File: src/hdl/lpm_pkg.sv
// constants for the low power mode controller
package lpm_pkg;
   // ****************************************************************
   // register map
   // ****************************************************************
   localparam logic [31:0] ADDR_CLK_GATE   = 32'h4005_0000;
   localparam logic [31:0] ADDR_AUTO_STOP  = 32'h4005_0004;
   localparam logic [31:0] ADDR_CLK_CFG    = 32'h4005_0008;
   localparam logic [31:0] ADDR_PERIPH_RST = 32'h4005_000C;
   localparam logic [31:0] ADDR_PROCESSOR_HANG_STATE_CFG = 32'h4005_0010;
   localparam logic [31:0] ADDR_SLEEP_PWR  = 32'h4005_0014;
   localparam logic [31:0] ADDR_RST_CAUSE  = 32'h4005_0018;
   localparam logic [31:0] ADDR_IRQ_STAT   = 32'h4005_001C;
   localparam logic [31:0] ADDR_IRQ_MASK   = 32'h4005_0020;

   // ****************************************************************
   // widths and fields
   // ****************************************************************
   localparam int NPERIPH = 16;
   localparam int NSUB    = 8;
   localparam int SRAM_LO = 8;
   localparam int SRAM_HI = 9;
   localparam int FLASH_B = 10;
   localparam int RF_B    = 11;
   localparam int LOGIC_B = 12;
   localparam int SRC_LO  = 0;
   localparam int SRC_HI  = 2;
   localparam int SDIV_LO = 4;
   localparam int SDIV_HI = 7;
   localparam int PDIV_LO = 8;
   localparam int PDIV_HI = 11;
   localparam int CAUSE_PROCESSOR_HANG_STATE = 0;
   localparam int CAUSE_LVD    = 1;
   localparam int CAUSE_WDT    = 2;
   localparam int EVT_WAKE     = 0;
   localparam int EVT_PROCESSOR_HANG_STATE   = 1;
   localparam int EVT_SLEEP    = 2;
   localparam int HANG_RST_B   = 0;

   // ****************************************************************
   // reset values and encodings
   // ****************************************************************
   localparam logic [31:0] RST_CLK_GATE  = 32'h0000_FFFF;
   localparam logic [31:0] RST_ZERO      = 32'h0000_0000;
   localparam logic [2:0]  SRC_FAST_RC   = 3'h0;
   localparam logic [2:0]  SRC_RF        = 3'h1;
   localparam logic [2:0]  SRC_WATCH_XTAL = 3'h2;
   localparam logic [2:0]  SRC_SLOW_RC   = 3'h3;
   localparam logic [2:0]  SRC_PLL       = 3'h4;
   localparam logic [1:0]  RESP_OKAY     = 2'h0;
   localparam logic [1:0]  RESP_SLVERR   = 2'h2;

   // ****************************************************************
   // timing
   // ****************************************************************
   localparam int CLK_PERIOD_PS     = 5000;
   localparam int SLEEP_WAKE_NS     = 75;
   localparam int DEEP_WAKE_US      = 150;
   localparam int SLEEP_WAKE_CYCLES = (SLEEP_WAKE_NS * 1000) / CLK_PERIOD_PS;
   localparam int DEEP_WAKE_CYCLES  = (DEEP_WAKE_US * 1000000) / CLK_PERIOD_PS;
   localparam int WAKE_CNT_W        = 16;

   typedef enum logic [1:0]
   {
      PM_ACTIVE = 2'b00,
      PM_SLEEP  = 2'b01,
      PM_DEEP   = 2'b10,
      PM_WAKE   = 2'b11
   } lpm_state_e;
endpackage

File: src/hdl/lpm_low_power_mode_controller.sv
// power state sequencer with clock, power and reset control over axi4-lite
//
// Added by the designer: the AXI4-Lite interface to the registers.
`timescale 1ns/100ps
module lpm_low_power_mode_controller
#(
   parameter int DEEP_WAKE_CNT = lpm_pkg::DEEP_WAKE_CYCLES
)
(
   // clock and reset
   input  wire logic                        clk,
   input  wire logic                        rst,
   // axi4-lite slave
   input  wire logic [31:0]                 awaddr,
   input  wire logic                        awvalid,
   output logic                             awready,
   input  wire logic [31:0]                 wdata,
   input  wire logic [3:0]                  wstrb,
   input  wire logic                        wvalid,
   output logic                             wready,
   output logic [1:0]                       bresp,
   output logic                             bvalid,
   input  wire logic                        bready,
   input  wire logic [31:0]                 araddr,
   input  wire logic                        arvalid,
   output logic                             arready,
   output logic [31:0]                      rdata,
   output logic [1:0]                       rresp,
   output logic                             rvalid,
   input  wire logic                        rready,
   // processor and wake sources
   input  wire logic                        sleepReq,
   input  wire logic                        deepReq,
   input  wire logic                        periphIrq,
   input  wire logic                        subClkIrq,
   input  wire logic [12:0]                 gpioIrq,
   input  wire logic                        debugConnect,
   input  wire logic                        processorHang,
   input  wire logic                        lvdResetEvt,
   input  wire logic                        wdtResetEvt,
   // clock control
   output logic                             busClkEn,
   output logic                             sysClkEn,
   output logic                             mainClkEn,
   output logic [lpm_pkg::NPERIPH-1:0]      periphClkEn,
   output logic [lpm_pkg::NSUB-1:0]         subClkEn,
   output logic [2:0]                       clkSrcSel,
   output logic [3:0]                       sysClkDiv,
   output logic [3:0]                       periphClkDiv,
   // power and reset control
   output logic [1:0]                       sramPwrOn,
   output logic                             flashPwrOn,
   output logic                             rfPwrOn,
   output logic                             logicPwrOn,
   output logic [lpm_pkg::NPERIPH-1:0]      periphRst,
   output logic                             hangRst,
   output lpm_pkg::lpm_state_e              pmState,
   output logic                             irq
);
   import lpm_pkg::*;

   // ****************************************************************
   // registers
   // ****************************************************************
   logic [31:0]      clkGate_q, autoStop_q, clkCfg_q, lockCfg_q, pwr_q;
   logic [31:0]      cause_q, stat_q, mask_q;
   logic [31:0]      clkGate_d, autoStop_d, clkCfg_d, lockCfg_d, pwr_d;
   logic [31:0]      cause_d, stat_d, mask_d;
   lpm_state_e       state_q, state_d;
   logic [WAKE_CNT_W-1:0] wakeCnt_q, wakeCnt_d;

   function automatic logic [31:0] merge(input logic [31:0] old, input logic [31:0] nw,
                                         input logic [3:0] be);
      logic [31:0] r;
      r = old;
      for (int i = 0; i < 4; i++)
         if (be[i])
            r[i*8 +: 8] = nw[i*8 +: 8];
      return r;
   endfunction

   // ****************************************************************
   // bus decode
   // ****************************************************************
   wire         wrGo   = awvalid && wvalid && !bvalid && !awready;
   wire         rdGo   = arvalid && !rvalid && !arready;
   wire [31:0]  wVal   = merge(32'h0000_0000, wdata, wstrb);
   wire         wGate  = wrGo && awaddr == ADDR_CLK_GATE;
   wire         wAuto  = wrGo && awaddr == ADDR_AUTO_STOP;
   wire         wCfg   = wrGo && awaddr == ADDR_CLK_CFG;
   wire         wPrst  = wrGo && awaddr == ADDR_PERIPH_RST;
   wire         wLock  = wrGo && awaddr == ADDR_PROCESSOR_HANG_STATE_CFG;
   wire         wPwr   = wrGo && awaddr == ADDR_SLEEP_PWR;
   wire         wCause = wrGo && awaddr == ADDR_RST_CAUSE;
   wire         wStat  = wrGo && awaddr == ADDR_IRQ_STAT;
   wire         wMask  = wrGo && awaddr == ADDR_IRQ_MASK;
   wire         wHit   = wGate | wAuto | wCfg | wPrst | wLock | wPwr | wCause | wStat | wMask;
   wire         rHit   = araddr inside {ADDR_CLK_GATE, ADDR_AUTO_STOP, ADDR_CLK_CFG,
                                        ADDR_PERIPH_RST, ADDR_PROCESSOR_HANG_STATE_CFG, ADDR_SLEEP_PWR,
                                        ADDR_RST_CAUSE, ADDR_IRQ_STAT, ADDR_IRQ_MASK};
   wire [31:0]  rVal   = araddr == ADDR_CLK_GATE   ? clkGate_q  :
                         araddr == ADDR_AUTO_STOP  ? autoStop_q :
                         araddr == ADDR_CLK_CFG    ? clkCfg_q   :
                         araddr == ADDR_PROCESSOR_HANG_STATE_CFG ? lockCfg_q  :
                         araddr == ADDR_SLEEP_PWR  ? pwr_q      :
                         araddr == ADDR_RST_CAUSE  ? cause_q    :
                         araddr == ADDR_IRQ_STAT   ? stat_q     :
                         araddr == ADDR_IRQ_MASK   ? mask_q     : 32'h0000_0000;

   // ****************************************************************
   // events
   // ****************************************************************
   wire         gpioWake  = |gpioIrq;
   wire         sleepWake = periphIrq | gpioWake | debugConnect;
   wire         deepWake  = subClkIrq | gpioWake | debugConnect;
   wire         hangEvt   = processorHang && !hangRst;
   wire         hangReset = hangEvt && lockCfg_q[HANG_RST_B];
   wire         enterSlp  = state_q == PM_ACTIVE && sleepReq;
   wire         isDeep    = state_q == PM_DEEP;
   wire         isSleep   = state_q == PM_SLEEP;
   wire [2:0]   evt;
   wire [2:0]   causeEvt;
   assign evt[EVT_WAKE]            = state_d == PM_WAKE && state_q != PM_WAKE;
   assign evt[EVT_PROCESSOR_HANG_STATE]          = hangEvt;
   assign evt[EVT_SLEEP]           = enterSlp;
   assign causeEvt[CAUSE_PROCESSOR_HANG_STATE]   = hangReset;
   assign causeEvt[CAUSE_LVD]      = lvdResetEvt;
   assign causeEvt[CAUSE_WDT]      = wdtResetEvt;

   // ****************************************************************
   // state sequencing
   // ****************************************************************
   always_comb
   begin
      state_d   = state_q;
      wakeCnt_d = wakeCnt_q;
      unique case (state_q)
         PM_ACTIVE:
         begin
            if (sleepReq)
               state_d = deepReq ? PM_DEEP : PM_SLEEP;
         end
         PM_SLEEP:
         begin
            if (sleepWake)
            begin
               state_d   = PM_WAKE;
               wakeCnt_d = WAKE_CNT_W'(SLEEP_WAKE_CYCLES);
            end
         end
         PM_DEEP:
         begin
            if (deepWake)
            begin
               state_d   = PM_WAKE;
               wakeCnt_d = WAKE_CNT_W'(DEEP_WAKE_CNT);
            end
         end
         PM_WAKE:
         begin
            wakeCnt_d = wakeCnt_q - WAKE_CNT_W'(1);
            if (wakeCnt_q <= WAKE_CNT_W'(1))
               state_d = PM_ACTIVE;
         end
      endcase
   end

   // ****************************************************************
   // register next values
   // ****************************************************************
   assign clkGate_d  = wGate ? merge(clkGate_q, wdata, wstrb) : clkGate_q;
   assign autoStop_d = wAuto ? merge(autoStop_q, wdata, wstrb) : autoStop_q;
   assign clkCfg_d   = wCfg ? merge(clkCfg_q, wdata, wstrb) : clkCfg_q;
   assign lockCfg_d  = wLock ? merge(lockCfg_q, wdata, wstrb) : lockCfg_q;
   assign pwr_d      = wPwr ? merge(pwr_q, wdata, wstrb) : pwr_q;
   assign mask_d     = wMask ? merge(mask_q, wdata, wstrb) : mask_q;
   assign cause_d    = (cause_q & ~(wCause ? wVal : 32'h0000_0000))
                       | {29'h0000_0000, causeEvt};
   assign stat_d     = (stat_q & ~(wStat ? wVal : 32'h0000_0000))
                       | {29'h0000_0000, evt};

   always_ff @(posedge clk)
   begin
      if (rst)
      begin
         state_q    <= PM_ACTIVE;
         wakeCnt_q  <= '0;
         clkGate_q  <= RST_CLK_GATE;
         autoStop_q <= RST_ZERO;
         clkCfg_q   <= RST_ZERO;
         lockCfg_q  <= RST_ZERO;
         pwr_q      <= RST_ZERO;
         cause_q    <= RST_ZERO;
         stat_q     <= RST_ZERO;
         mask_q     <= RST_ZERO;
      end
      else
      begin
         state_q    <= state_d;
         wakeCnt_q  <= wakeCnt_d;
         clkGate_q  <= clkGate_d;
         autoStop_q <= autoStop_d;
         clkCfg_q   <= clkCfg_d;
         lockCfg_q  <= lockCfg_d;
         pwr_q      <= pwr_d;
         cause_q    <= cause_d;
         stat_q     <= stat_d;
         mask_q     <= mask_d;
      end
   end

   // ****************************************************************
   // bus handshake
   // ****************************************************************
   always_ff @(posedge clk)
   begin
      if (rst)
      begin
         awready <= 1'b0;
         wready  <= 1'b0;
         bvalid  <= 1'b0;
         bresp   <= RESP_OKAY;
         arready <= 1'b0;
         rvalid  <= 1'b0;
         rresp   <= RESP_OKAY;
         rdata   <= 32'h0000_0000;
      end
      else
      begin
         awready <= wrGo;
         wready  <= wrGo;
         if (wrGo)
         begin
            bvalid <= 1'b1;
            bresp  <= wHit ? RESP_OKAY : RESP_SLVERR;
         end
         else if (bready)
            bvalid <= 1'b0;
         arready <= rdGo;
         if (rdGo)
         begin
            rvalid <= 1'b1;
            rresp  <= rHit ? RESP_OKAY : RESP_SLVERR;
            rdata  <= rVal;
         end
         else if (rready)
            rvalid <= 1'b0;
      end
   end

   // ****************************************************************
   // clock, power and reset outputs
   // ****************************************************************
   wire [NPERIPH-1:0] gateNow = isSleep ? clkGate_q[NPERIPH-1:0] & ~autoStop_q[NPERIPH-1:0]
                                        : clkGate_q[NPERIPH-1:0];
   wire               deepPwr = state_d == PM_DEEP;

   always_ff @(posedge clk)
   begin
      if (rst)
      begin
         busClkEn     <= 1'b1;
         sysClkEn     <= 1'b1;
         mainClkEn    <= 1'b1;
         periphClkEn  <= RST_CLK_GATE[NPERIPH-1:0];
         subClkEn     <= '1;
         clkSrcSel    <= SRC_FAST_RC;
         sysClkDiv    <= '0;
         periphClkDiv <= '0;
         sramPwrOn    <= '1;
         flashPwrOn   <= 1'b1;
         rfPwrOn      <= 1'b1;
         logicPwrOn   <= 1'b1;
         periphRst    <= '0;
         hangRst      <= 1'b0;
         irq          <= 1'b0;
         pmState      <= PM_ACTIVE;
      end
      else
      begin
         busClkEn     <= !(isSleep || isDeep);
         sysClkEn     <= !isDeep;
         mainClkEn    <= !isDeep;
         periphClkEn  <= isDeep ? '0 : gateNow;
         subClkEn     <= isDeep ? pwr_q[NSUB-1:0] : '1;
         clkSrcSel    <= clkCfg_q[SRC_HI:SRC_LO];
         sysClkDiv    <= clkCfg_q[SDIV_HI:SDIV_LO];
         periphClkDiv <= clkCfg_q[PDIV_HI:PDIV_LO];
         sramPwrOn    <= deepPwr ? ~pwr_q[SRAM_HI:SRAM_LO] : '1;
         flashPwrOn   <= !(deepPwr && pwr_q[FLASH_B]);
         rfPwrOn      <= !(deepPwr && pwr_q[RF_B]);
         logicPwrOn   <= !(deepPwr && pwr_q[LOGIC_B]);
         periphRst    <= wPrst ? wVal[NPERIPH-1:0] : '0;
         hangRst      <= hangReset;
         irq          <= |(stat_d & mask_d);
         pmState      <= state_d;
      end
   end
endmodule

File: config.mk
export PLATFORM = sky130hd
export DESIGN_NAME = lpm_low_power_mode_controller
export DESIGN_NICKNAME = d
export VERILOG_FILES = /design/src/hdl/lpm_pkg.sv /design/src/hdl/lpm_low_power_mode_controller.sv
export SDC_FILE = /design/constraint.sdc
export NUM_CORES = 1
export LEC_CHECK = 0
export BUFFER_PORTS_ARGS = -buffer_cell sky130_fd_sc_hd__clkbuf_2
export CAP_MARGIN = 30
export CORE_MARGIN = 5
export CORE_UTILIZATION = 30
export CTS_BUF_LIST = sky130_fd_sc_hd__clkbuf_16
export DETAILED_ROUTE_END_ITERATION = 12
export PLACE_DENSITY_LB_ADDON = 0.05
export SKIP_CTS_REPAIR_TIMING = 1
export SLEW_MARGIN = 20
export SYNTH_ARGS = -nofsm -noshare
export SYNTH_HDL_FRONTEND = slang
export SYNTH_SLANG_ARGS = --single-unit
export TNS_END_PERCENT = 20
File: constraint.sdc
create_clock -name clk -period 5.5 [get_ports clk]
set_input_delay 1.65 -clock clk [delete_from_list [all_inputs] [get_ports clk]]
set_output_delay 1.65 -clock clk [all_outputs]
set_load 0.05 [all_outputs]
Word level (Yosys, flattened, before mapping)
Cells that the tools add are included.
- register bits: 374
- input port bits: 128
- output and inout bits: 104
- logic and storage cells: 198
- $add $sub $neg: 1
- $lt $le $gt $ge: 1
- eq/ne operators: 26
- muxes and demuxes: 36
- bitwise logic cells: 25
- reductions and logical operators: 63
- operator list (kind ; count):
    $eq A32 B31 Y1 const B ; 18
    $mux W32 ; 11
    $and A32 B32 Y32 ; 3
    $mux W16 ; 4
    $mux W8 ; 8
    $not A32 Y32 ; 2
    $or A32 B3 Y32 ; 2
    $pmux W16 S3 ; 1
    $reduce_and A2 Y1 ; 20
    $reduce_or A32 Y1 ; 1
    $logic_and A1 B1 Y1 ; 21
    $and A16 B16 Y16 ; 1
    $le A16 B1 Y1 const B ; 1
    $not A16 Y16 ; 1
    $sub A16 B1 Y16 const B ; 1
    $mux W2 ; 7
    $reduce_or A13 Y1 ; 1
    $or A1 B1 Y1 ; 12
    $logic_not A1 Y1 ; 10
    $reduce_bool A9 Y1 ; 1
    $eq A2 B2 Y1 const B ; 4
    $pmux W2 S4 ; 1
    $ne A2 B2 Y1 const B ; 3
    $reduce_or A2 Y1 ; 3
    9 further kinds ; 15

Depth between registers and ports, before layout
Gate-level depths: netlist of the first run.
- depth in word-level cells: 13
- mapped depth: 11

Least setup slack after synthesis of the first run
Ideal clock, no wire load.
- path kind: input to register
- start point: in awaddr[3]
- end point: reg irq
- library setup time: 146 ps
- arrival time: 3829 ps
- data required time: 5354 ps
- setup slack: 1525 ps
- stages on the path: 8
- path buffers: 1
- path through: or4_4 -> or3_1 -> buf_2 -> nor3_4 -> mux2_1 -> a32o_2 -> nor4_2 -> a41oi_2
- word-level cells in the longest chain between the ends: 8
- elaborated cells on any way between the ends: 11
- classes of those cells: 2 x eq/ne; 2 x mux; 4 x bitwise; 3 x reduce/logical
- RTL lines (what ; line ; source):
    from (decl) ; lpm_low_power_mode_controller.sv:14 ; input wire logic [31:0] awaddr,
    $eq A32 B31 Y1 ; lpm_low_power_mode_controller.sv:95 ; wire wStat = wrGo && awaddr == ADDR_IRQ_STAT;
    $logic_and A1 B1 Y1 ; lpm_low_power_mode_controller.sv:95 ;
    $mux W32 ; lpm_low_power_mode_controller.sv:179 ; assign stat_d = (stat_q & ~(wStat ? wVal : 32'h0000_0000))
    $not A32 Y32 ; lpm_low_power_mode_controller.sv:179 ;
    $and A32 B32 Y32 ; lpm_low_power_mode_controller.sv:179 ;
    $or A32 B3 Y32 ; lpm_low_power_mode_controller.sv:180 ; | {29'h0000_0000, evt};
    $and A32 B32 Y32 * ; lpm_low_power_mode_controller.sv:295 ; irq <= |(stat_d & mask_d);
    $reduce_or A32 Y1 * ; lpm_low_power_mode_controller.sv:295 ;
    to (signal assigned) ; lpm_low_power_mode_controller.sv:295 ;
    to (decl) ; lpm_low_power_mode_controller.sv:58 ; output logic irq
Every way passes the cells marked *; elsewhere a longest branch is shown, timed or not.
A chain may end at the register's enable or synchronous reset.

Worst setup path in the final report of the first run
- start point: in awaddr[4]
- end point: reg irq
The elaborated chain is that of the path after synthesis.

==> flow_metrics.tcl, run 1 <==
set metrics [dict create \
    status "finished, final reports clean" \
    routed_via_density 5.38 \
    numPortBuffers 229 \
    r2r_start "wready" \
    cts_sinks 372 \
    fmax_mhz 217 \
    final_common_cell "dfxtp_1" \
    synth_cell_types 80 \
    synth_area_leaders "dfxtp_1 46%, mux2i_1 10%, nor2_1 5.7%" \
    synthCells 1808 \
    slew_headroom_pct 38.7 \
    r2r-end "irq" \
    worstSetupPathDepth 9 \
    layout_common_cells "372 x dfxtp_1, 245 x nor2_1, 228 x clkbuf_2" \
    drc 0 \
    slowest_stage "and4_1" \
    die_w_um 242 \
    leakage_nw 8.43 \
    grt_pass1_vias 14400 \
    yosysTopAreaCellShare_pct 46.1 \
    skew_ns 0.0154 \
    total_power_mw 7.11 \
    wirelength_um 65500 \
    first_pass_iters 6 \
    final_util_pct 36.1 \
    vias 14600 \
    h-tree-depth 2 \
    endpoint "irq" \
    groute.usage.overall_pct 21.7 \
    dp_cells 2632 \
    ys.flop_type "dfxtp_1" \
    path_buf_inv 2 \
    synthArstFlopShare_pct 0 \
    critical_path.max_stage_delay_ns 0.67 \
    drv_cap 0 \
    path_cells "clkbuf_2, nand2b_1, buf_4, nor2_2, and4_1, mux2i_1, o2bb2ai_1, nor4_1, a41oi_2" \
    drv_slew 0 \
    final_cells 2717 \
    layout-drive-gt1-share_pct 19.5 \
    critPathMaxFanout 13 \
    ant_nets 0 \
    ios 232 \
    rows 85 \
    netlist_area_um2 16200 \
    cts_buffers 45 \
    setup_viol 0 \
    start_kind "input pin" \
    syn2layout_area_growth_pct 19.9 \
    cts_tree "built" \
    drt_iter0_markers 1173 \
    ir_drop_uv 212 \
    endpoint_kind "flip-flop" \
    path_clk_slew_ns 0.06 \
    root_buffer "clkbuf_16" \
    grt_first_pass_wirelength_um 97900 \
    power_density_nw_per_um2 367 \
    crit_start "awaddr[4]" \
    hold_path_depth 1 \
    crit_family "simple AND/OR/NAND/NOR gates" \
    insertion_delay_ns 0.58 \
    tns_ns 0 \
    fin_crit_ns 4.62 \
    period_share_pct 83.9 \
    clock_path_buffers 3 \
    wl_per_cell_um 24.1 \
    worstHoldPathType "reg2reg" \
    ys_seq_area_share_pct 46.1 \
    yosysTopAreaCell "dfxtp_1" \
    final_nets 2118 \
    worst_r2r_path_depth 8 \
    dp_hpwl_um 46900 \
    initial_core_util_pct 30.1 \
    die-height_um 242 \
    avgSynthCellArea_um2 8.93 \
    antenna_found_initial 1 \
    synth-seq-cells 372 \
    gp_congestion 0.839 \
    worstPathArrival_ns 5.03 \
    synth-edff-count 0 \
    ys_warn_count 0 \
    rrSetupSlack_ns 2.12 \
    tightest_slew_ns 0.920 \
    die_area_um2 58600 \
    crit_type "in2reg" \
    grt_overflow 0 \
    rsz0062_at_grt "false" \
    coreArea_um2 53600 \
    required_ns 5.91 \
    hold_viol 0 \
    grt_max_degree 111 \
]
## registers in the layout, indices dropped and copies added, names as in the netlist, 2 cells and up
register	flops
autoStop_q	32
cause_q	32
clkCfg_q	32
clkGate_q	32
lockCfg_q	32
mask_q	32
pwr_q	32
rdata	32
stat_q	32
periphClkEn	16
periphRst	16
wakeCnt_q	16
subClkEn	8
periphClkDiv	4
sysClkDiv	4
clkSrcSel	3
pmState	2
sramPwrOn	2
## Yosys cell counts (11+ instances only)
| cell | n |
|---|---|
| a21oi_1 | 91 |
| a221oi_1 | 12 |
| a222oi_1 | 22 |
| a22oi_1 | 16 |
| a311oi_1 | 28 |
| a31o_2 | 25 |
| and2_1 | 12 |
| buf_2 | 21 |
| clkbuf_1 | 111 |
| dfxtp_1 | 372 |
| inv_1 | 54 |
| mux2i_1 | 169 |
| nand2_1 | 185 |
| nand2b_1 | 11 |
| nand3_1 | 30 |
| nand4_1 | 13 |
| nor2_1 | 245 |
| nor2b_1 | 13 |
| nor3_1 | 36 |
| nor4_1 | 25 |
| o211ai_1 | 13 |
| o21ai_0 | 66 |
| o221ai_1 | 27 |
| o311a_1 | 20 |
| or3_1 | 13 |
## worst reg2reg max path, delay by kind of cell, from the launching register on
family	cells	cell delay (ns)
AND/OR/NAND/NOR	4	1.87
multiplexers	1	0.50
flip-flops	1	0.32
AO/OA/AOI/OAI	2	0.31
buffers and inverters	1	0.21
## cell type report
cell class	count	area, um^2
repair buffers	272	1520
well taps	696	871
multi-input cells	1235	7900
flip-flops and latches	372	7450
inverters	57	214
diodes	1	2.50
fillers	5613	34200
clock buffers	47	1180
clock inverters	37	234
## metal layers
metal  track usage, %  up-vias  part of all wire (%)
met3             2.85       97                   4.3
met5                0        -                     0
li1                 -     6895                     -
met4             7.13        0                   2.9
met1             28.1     7187                    43
met2             37.5      425                    49
## where the power goes
part           leakage [nW]  total (mW)  switching, mW  internal, mW
Combinational          4.66        1.31          0.923         0.389
Clock                 0.763        2.88           1.20          1.68
Sequential             3.01        2.92         0.0916          2.82
## cell families after synthesis
kind of cell / after synthesis / synth area share, %
compound gates: 405 / 18.2
xor+xnor: 5 / 0.271
fa+ha+maj: 7 / 0.542
buf+inv: 202 / 5.09
flops: 372 / 46.1
mux: 174 / 10.8
other cells: 1 / 0.0232
simple gates: 642 / 18.9
## worst min path at each step
stage | from | slack [ns] | end
floorplan | pwr_q[10] | 0.37 | flashPwrOn
CTS | pwr_q[12] | 0.41 | logicPwrOn
finish | pwr_q[12] | 0.41 | logicPwrOn
global placement | pwr_q[12] | 0.40 | logicPwrOn
global route | pwr_q[12] | 0.42 | logicPwrOn
detailed placement | pwr_q[12] | 0.40 | logicPwrOn
## stage by stage
step	cell area, um^2	setup WS [ns]	hold WS, ns
2_1_floorplan	16200	1.52	0.370
3_3_place_gp	17900	0.474	0.399
3_5_place_dp	18000	0.447	0.398
4_1_cts	19400	1.07	0.412
5_1_grt	19400	0.870	0.424
6_report	19400	0.884	0.412
Note: power is estimated with default switching activity, not from simulation.
==> inputs of run 2 (changes only) <==
==> constraint.sdc (replaced) <==
create_clock -name clk -period 4.8 [get_ports clk]
set_input_delay 1.44 -clock clk [delete_from_list [all_inputs] [get_ports clk]]
set_output_delay 1.44 -clock clk [all_outputs]
set_load 0.05 [all_outputs]
==> run 2 against run 1 <==
Against the previous run: wire length is 1.7% higher; first-iteration DRC count is 4.9% lower; combinational power is 15% higher; worst hold slack better by 0.0068 ns; critical path depth is 1 lower; clock-buffer cell count stayed put; sequential power is 14% higher; largest cell class unchanged; clock power is 21% higher; global-route usage is 0.31 points higher.
==> flow_metrics.tcl, run 2 (synthesis gave the netlist of run 1 again) <==
set metrics [dict create \
    status "finished, final reports clean" \
    tns_ns 0 \
    clkPwrFrac_pct 41.8 \
    final_common_cell "dfxtp_1" \
    routed_via_density 5.40 \
    p_sw_share_pct 31.3 \
    clock_path_buffers 3 \
    total_power_mw 8.33 \
    die_w_um 242 \
    drt_iter0_markers 1116 \
    numPortBuffers 229 \
    layout-drive-gt1-share_pct 20.4 \
    rsz0062_at_grt "false" \
    syn2layout_area_growth_pct 21.1 \
    crit_start "awaddr[3]" \
    switchingPower_mw 2.61 \
    required_ns 5.23 \
    ios 232 \
    hold_viol 0 \
    critical_path.max_stage_delay_ns 0.71 \
    drv_cap 0 \
    fin_crit_ns 3.82 \
    worstHoldPathType "reg2reg" \
    whs_ns 0.419 \
    cts_buffers 46 \
    coreArea_um2 53600 \
    r2r_start "wready" \
    die-height_um 242 \
    dp_cells 2648 \
    power_density_nw_per_um2 426 \
    ant_nets 0 \
    tightest_slew_ns 0.941 \
    h-tree-depth 2 \
    drc 0 \
    path_cells "clkbuf_2, or4_4, or3_1, nor3_4, mux2i_1, and3b_1, a2111oi_1, a41oi_2" \
    internal-power_mw 5.72 \
    ir_drop_uv 220 \
    place_ws_ns 0.402 \
    antenna_found_initial 2 \
    layout_common_cells "372 x dfxtp_1, 245 x nor2_1, 228 x clkbuf_2" \
    slowest_stage "or4_4" \
    rows 85 \
    grt_overflow 0 \
    final_cells 2734 \
    skew_ns 0.0218 \
    grt_pass1_vias 14700 \
    final_util_pct 36.5 \
    initial_core_util_pct 30.1 \
    grt_first_pass_wirelength_um 98700 \
    start_kind "input pin" \
    drv_slew 0 \
    fin_area_um2 19600 \
    die_area_um2 58600 \
    first_pass_iters 6 \
    crit_type "in2reg" \
    leakage_nw 8.50 \
    wl_per_cell_um 24.4 \
    endpoint_kind "flip-flop" \
    setup_viol 0 \
    critPathMaxFanout 21 \
    wirelength_um 66600 \
    cts_sinks 372 \
    power_frac_comb_pct 18.0 \
    p_seq_share_pct 40.2 \
    vias 14800 \
    period_share_pct 79.6 \
    cts_tree "built" \
    dp_hpwl_um 47700 \
    slew_headroom_pct 37.3 \
    grt_max_degree 188 \
    groute.usage.overall_pct 22.0 \
    path_clk_slew_ns 0.06 \
    final_nets 2136 \
    worstPathArrival_ns 4.25 \
    root_buffer "clkbuf_16" \
    insertion_delay_ns 0.60 \
    gp_congestion 0.872 \
    fmax_mhz 262 \
    place_area_um2 18100 \
    fillers 5579 \
    hold_start "pwr_q[12]" \
    layout_setup_ws_ns 0.981 \
]
[run 2: changes by cell type in the layout (fill, tap and decap cells not counted), moves of 2 or more]
cell	delta
buf_2	+2
clkinv_1	+6
buf_4	+16
inv_1	-10
bufinv_16	+2
[run 2: path summary, 6_finish.rpt]
| check | end | slack [ns] | depth (start not counted) |
|---|---|---|---|
| worst max-delay path | irq | 0.98 | 8 |
| worst min-delay path | logicPwrOn | 0.42 | 1 |
| worst max register to register | irq | 1.77 | 8 |
| worst min register to register | logicPwrOn | 0.42 | 1 |
[run 2: worst max-delay path, delay by kind of cell]
| kind | cells | cell delay (ns) |
|---|---|---|
| simple gates | 4 | 1.75 |
| compound gates | 2 | 0.65 |
| mux | 1 | 0.26 |
| buf+inv | 1 | 0.13 |
[run 2: power by group through the flow]
stage / sequential [mW] / combinational, mW / clock (mW)
floorplan: 3.67 / 0.759 / 0
global placement: 3.41 / 1.50 / 0
detailed placement: 3.41 / 1.51 / 0
CTS: 3.35 / 1.52 / 3.57
global route: 3.37 / 1.65 / 3.70
finish: 3.34 / 1.50 / 3.48
[run 2: area by class of cell]
| type | count | area [um^2] | area share [%] |
|---|---|---|---|
| diodes | 1 | 2.50 | 0.0128 |
| clock inverters | 37 | 304 | 1.55 |
| well taps | 696 | 871 | 4.45 |
| clock buffers | 47 | 1180 | 6.01 |
| inverters | 57 | 214 | 1.09 |
| repair buffers | 289 | 1650 | 8.41 |
| flip-flops and latches | 372 | 7450 | 38.1 |
| multi-input cells | 1235 | 7900 | 40.4 |
[run 2: per-layer routing]
| metal | global-route usage [%] | wire, um | share of wire, % |
|---|---|---|---|
| met5 | 0 | 13 | 0.020 |
| met4 | 7.60 | 2420 | 3.6 |
| met2 | 37.4 | 32400 | 49 |
| met3 | 4.41 | 3490 | 5.2 |
| met1 | 27.9 | 28400 | 43 |
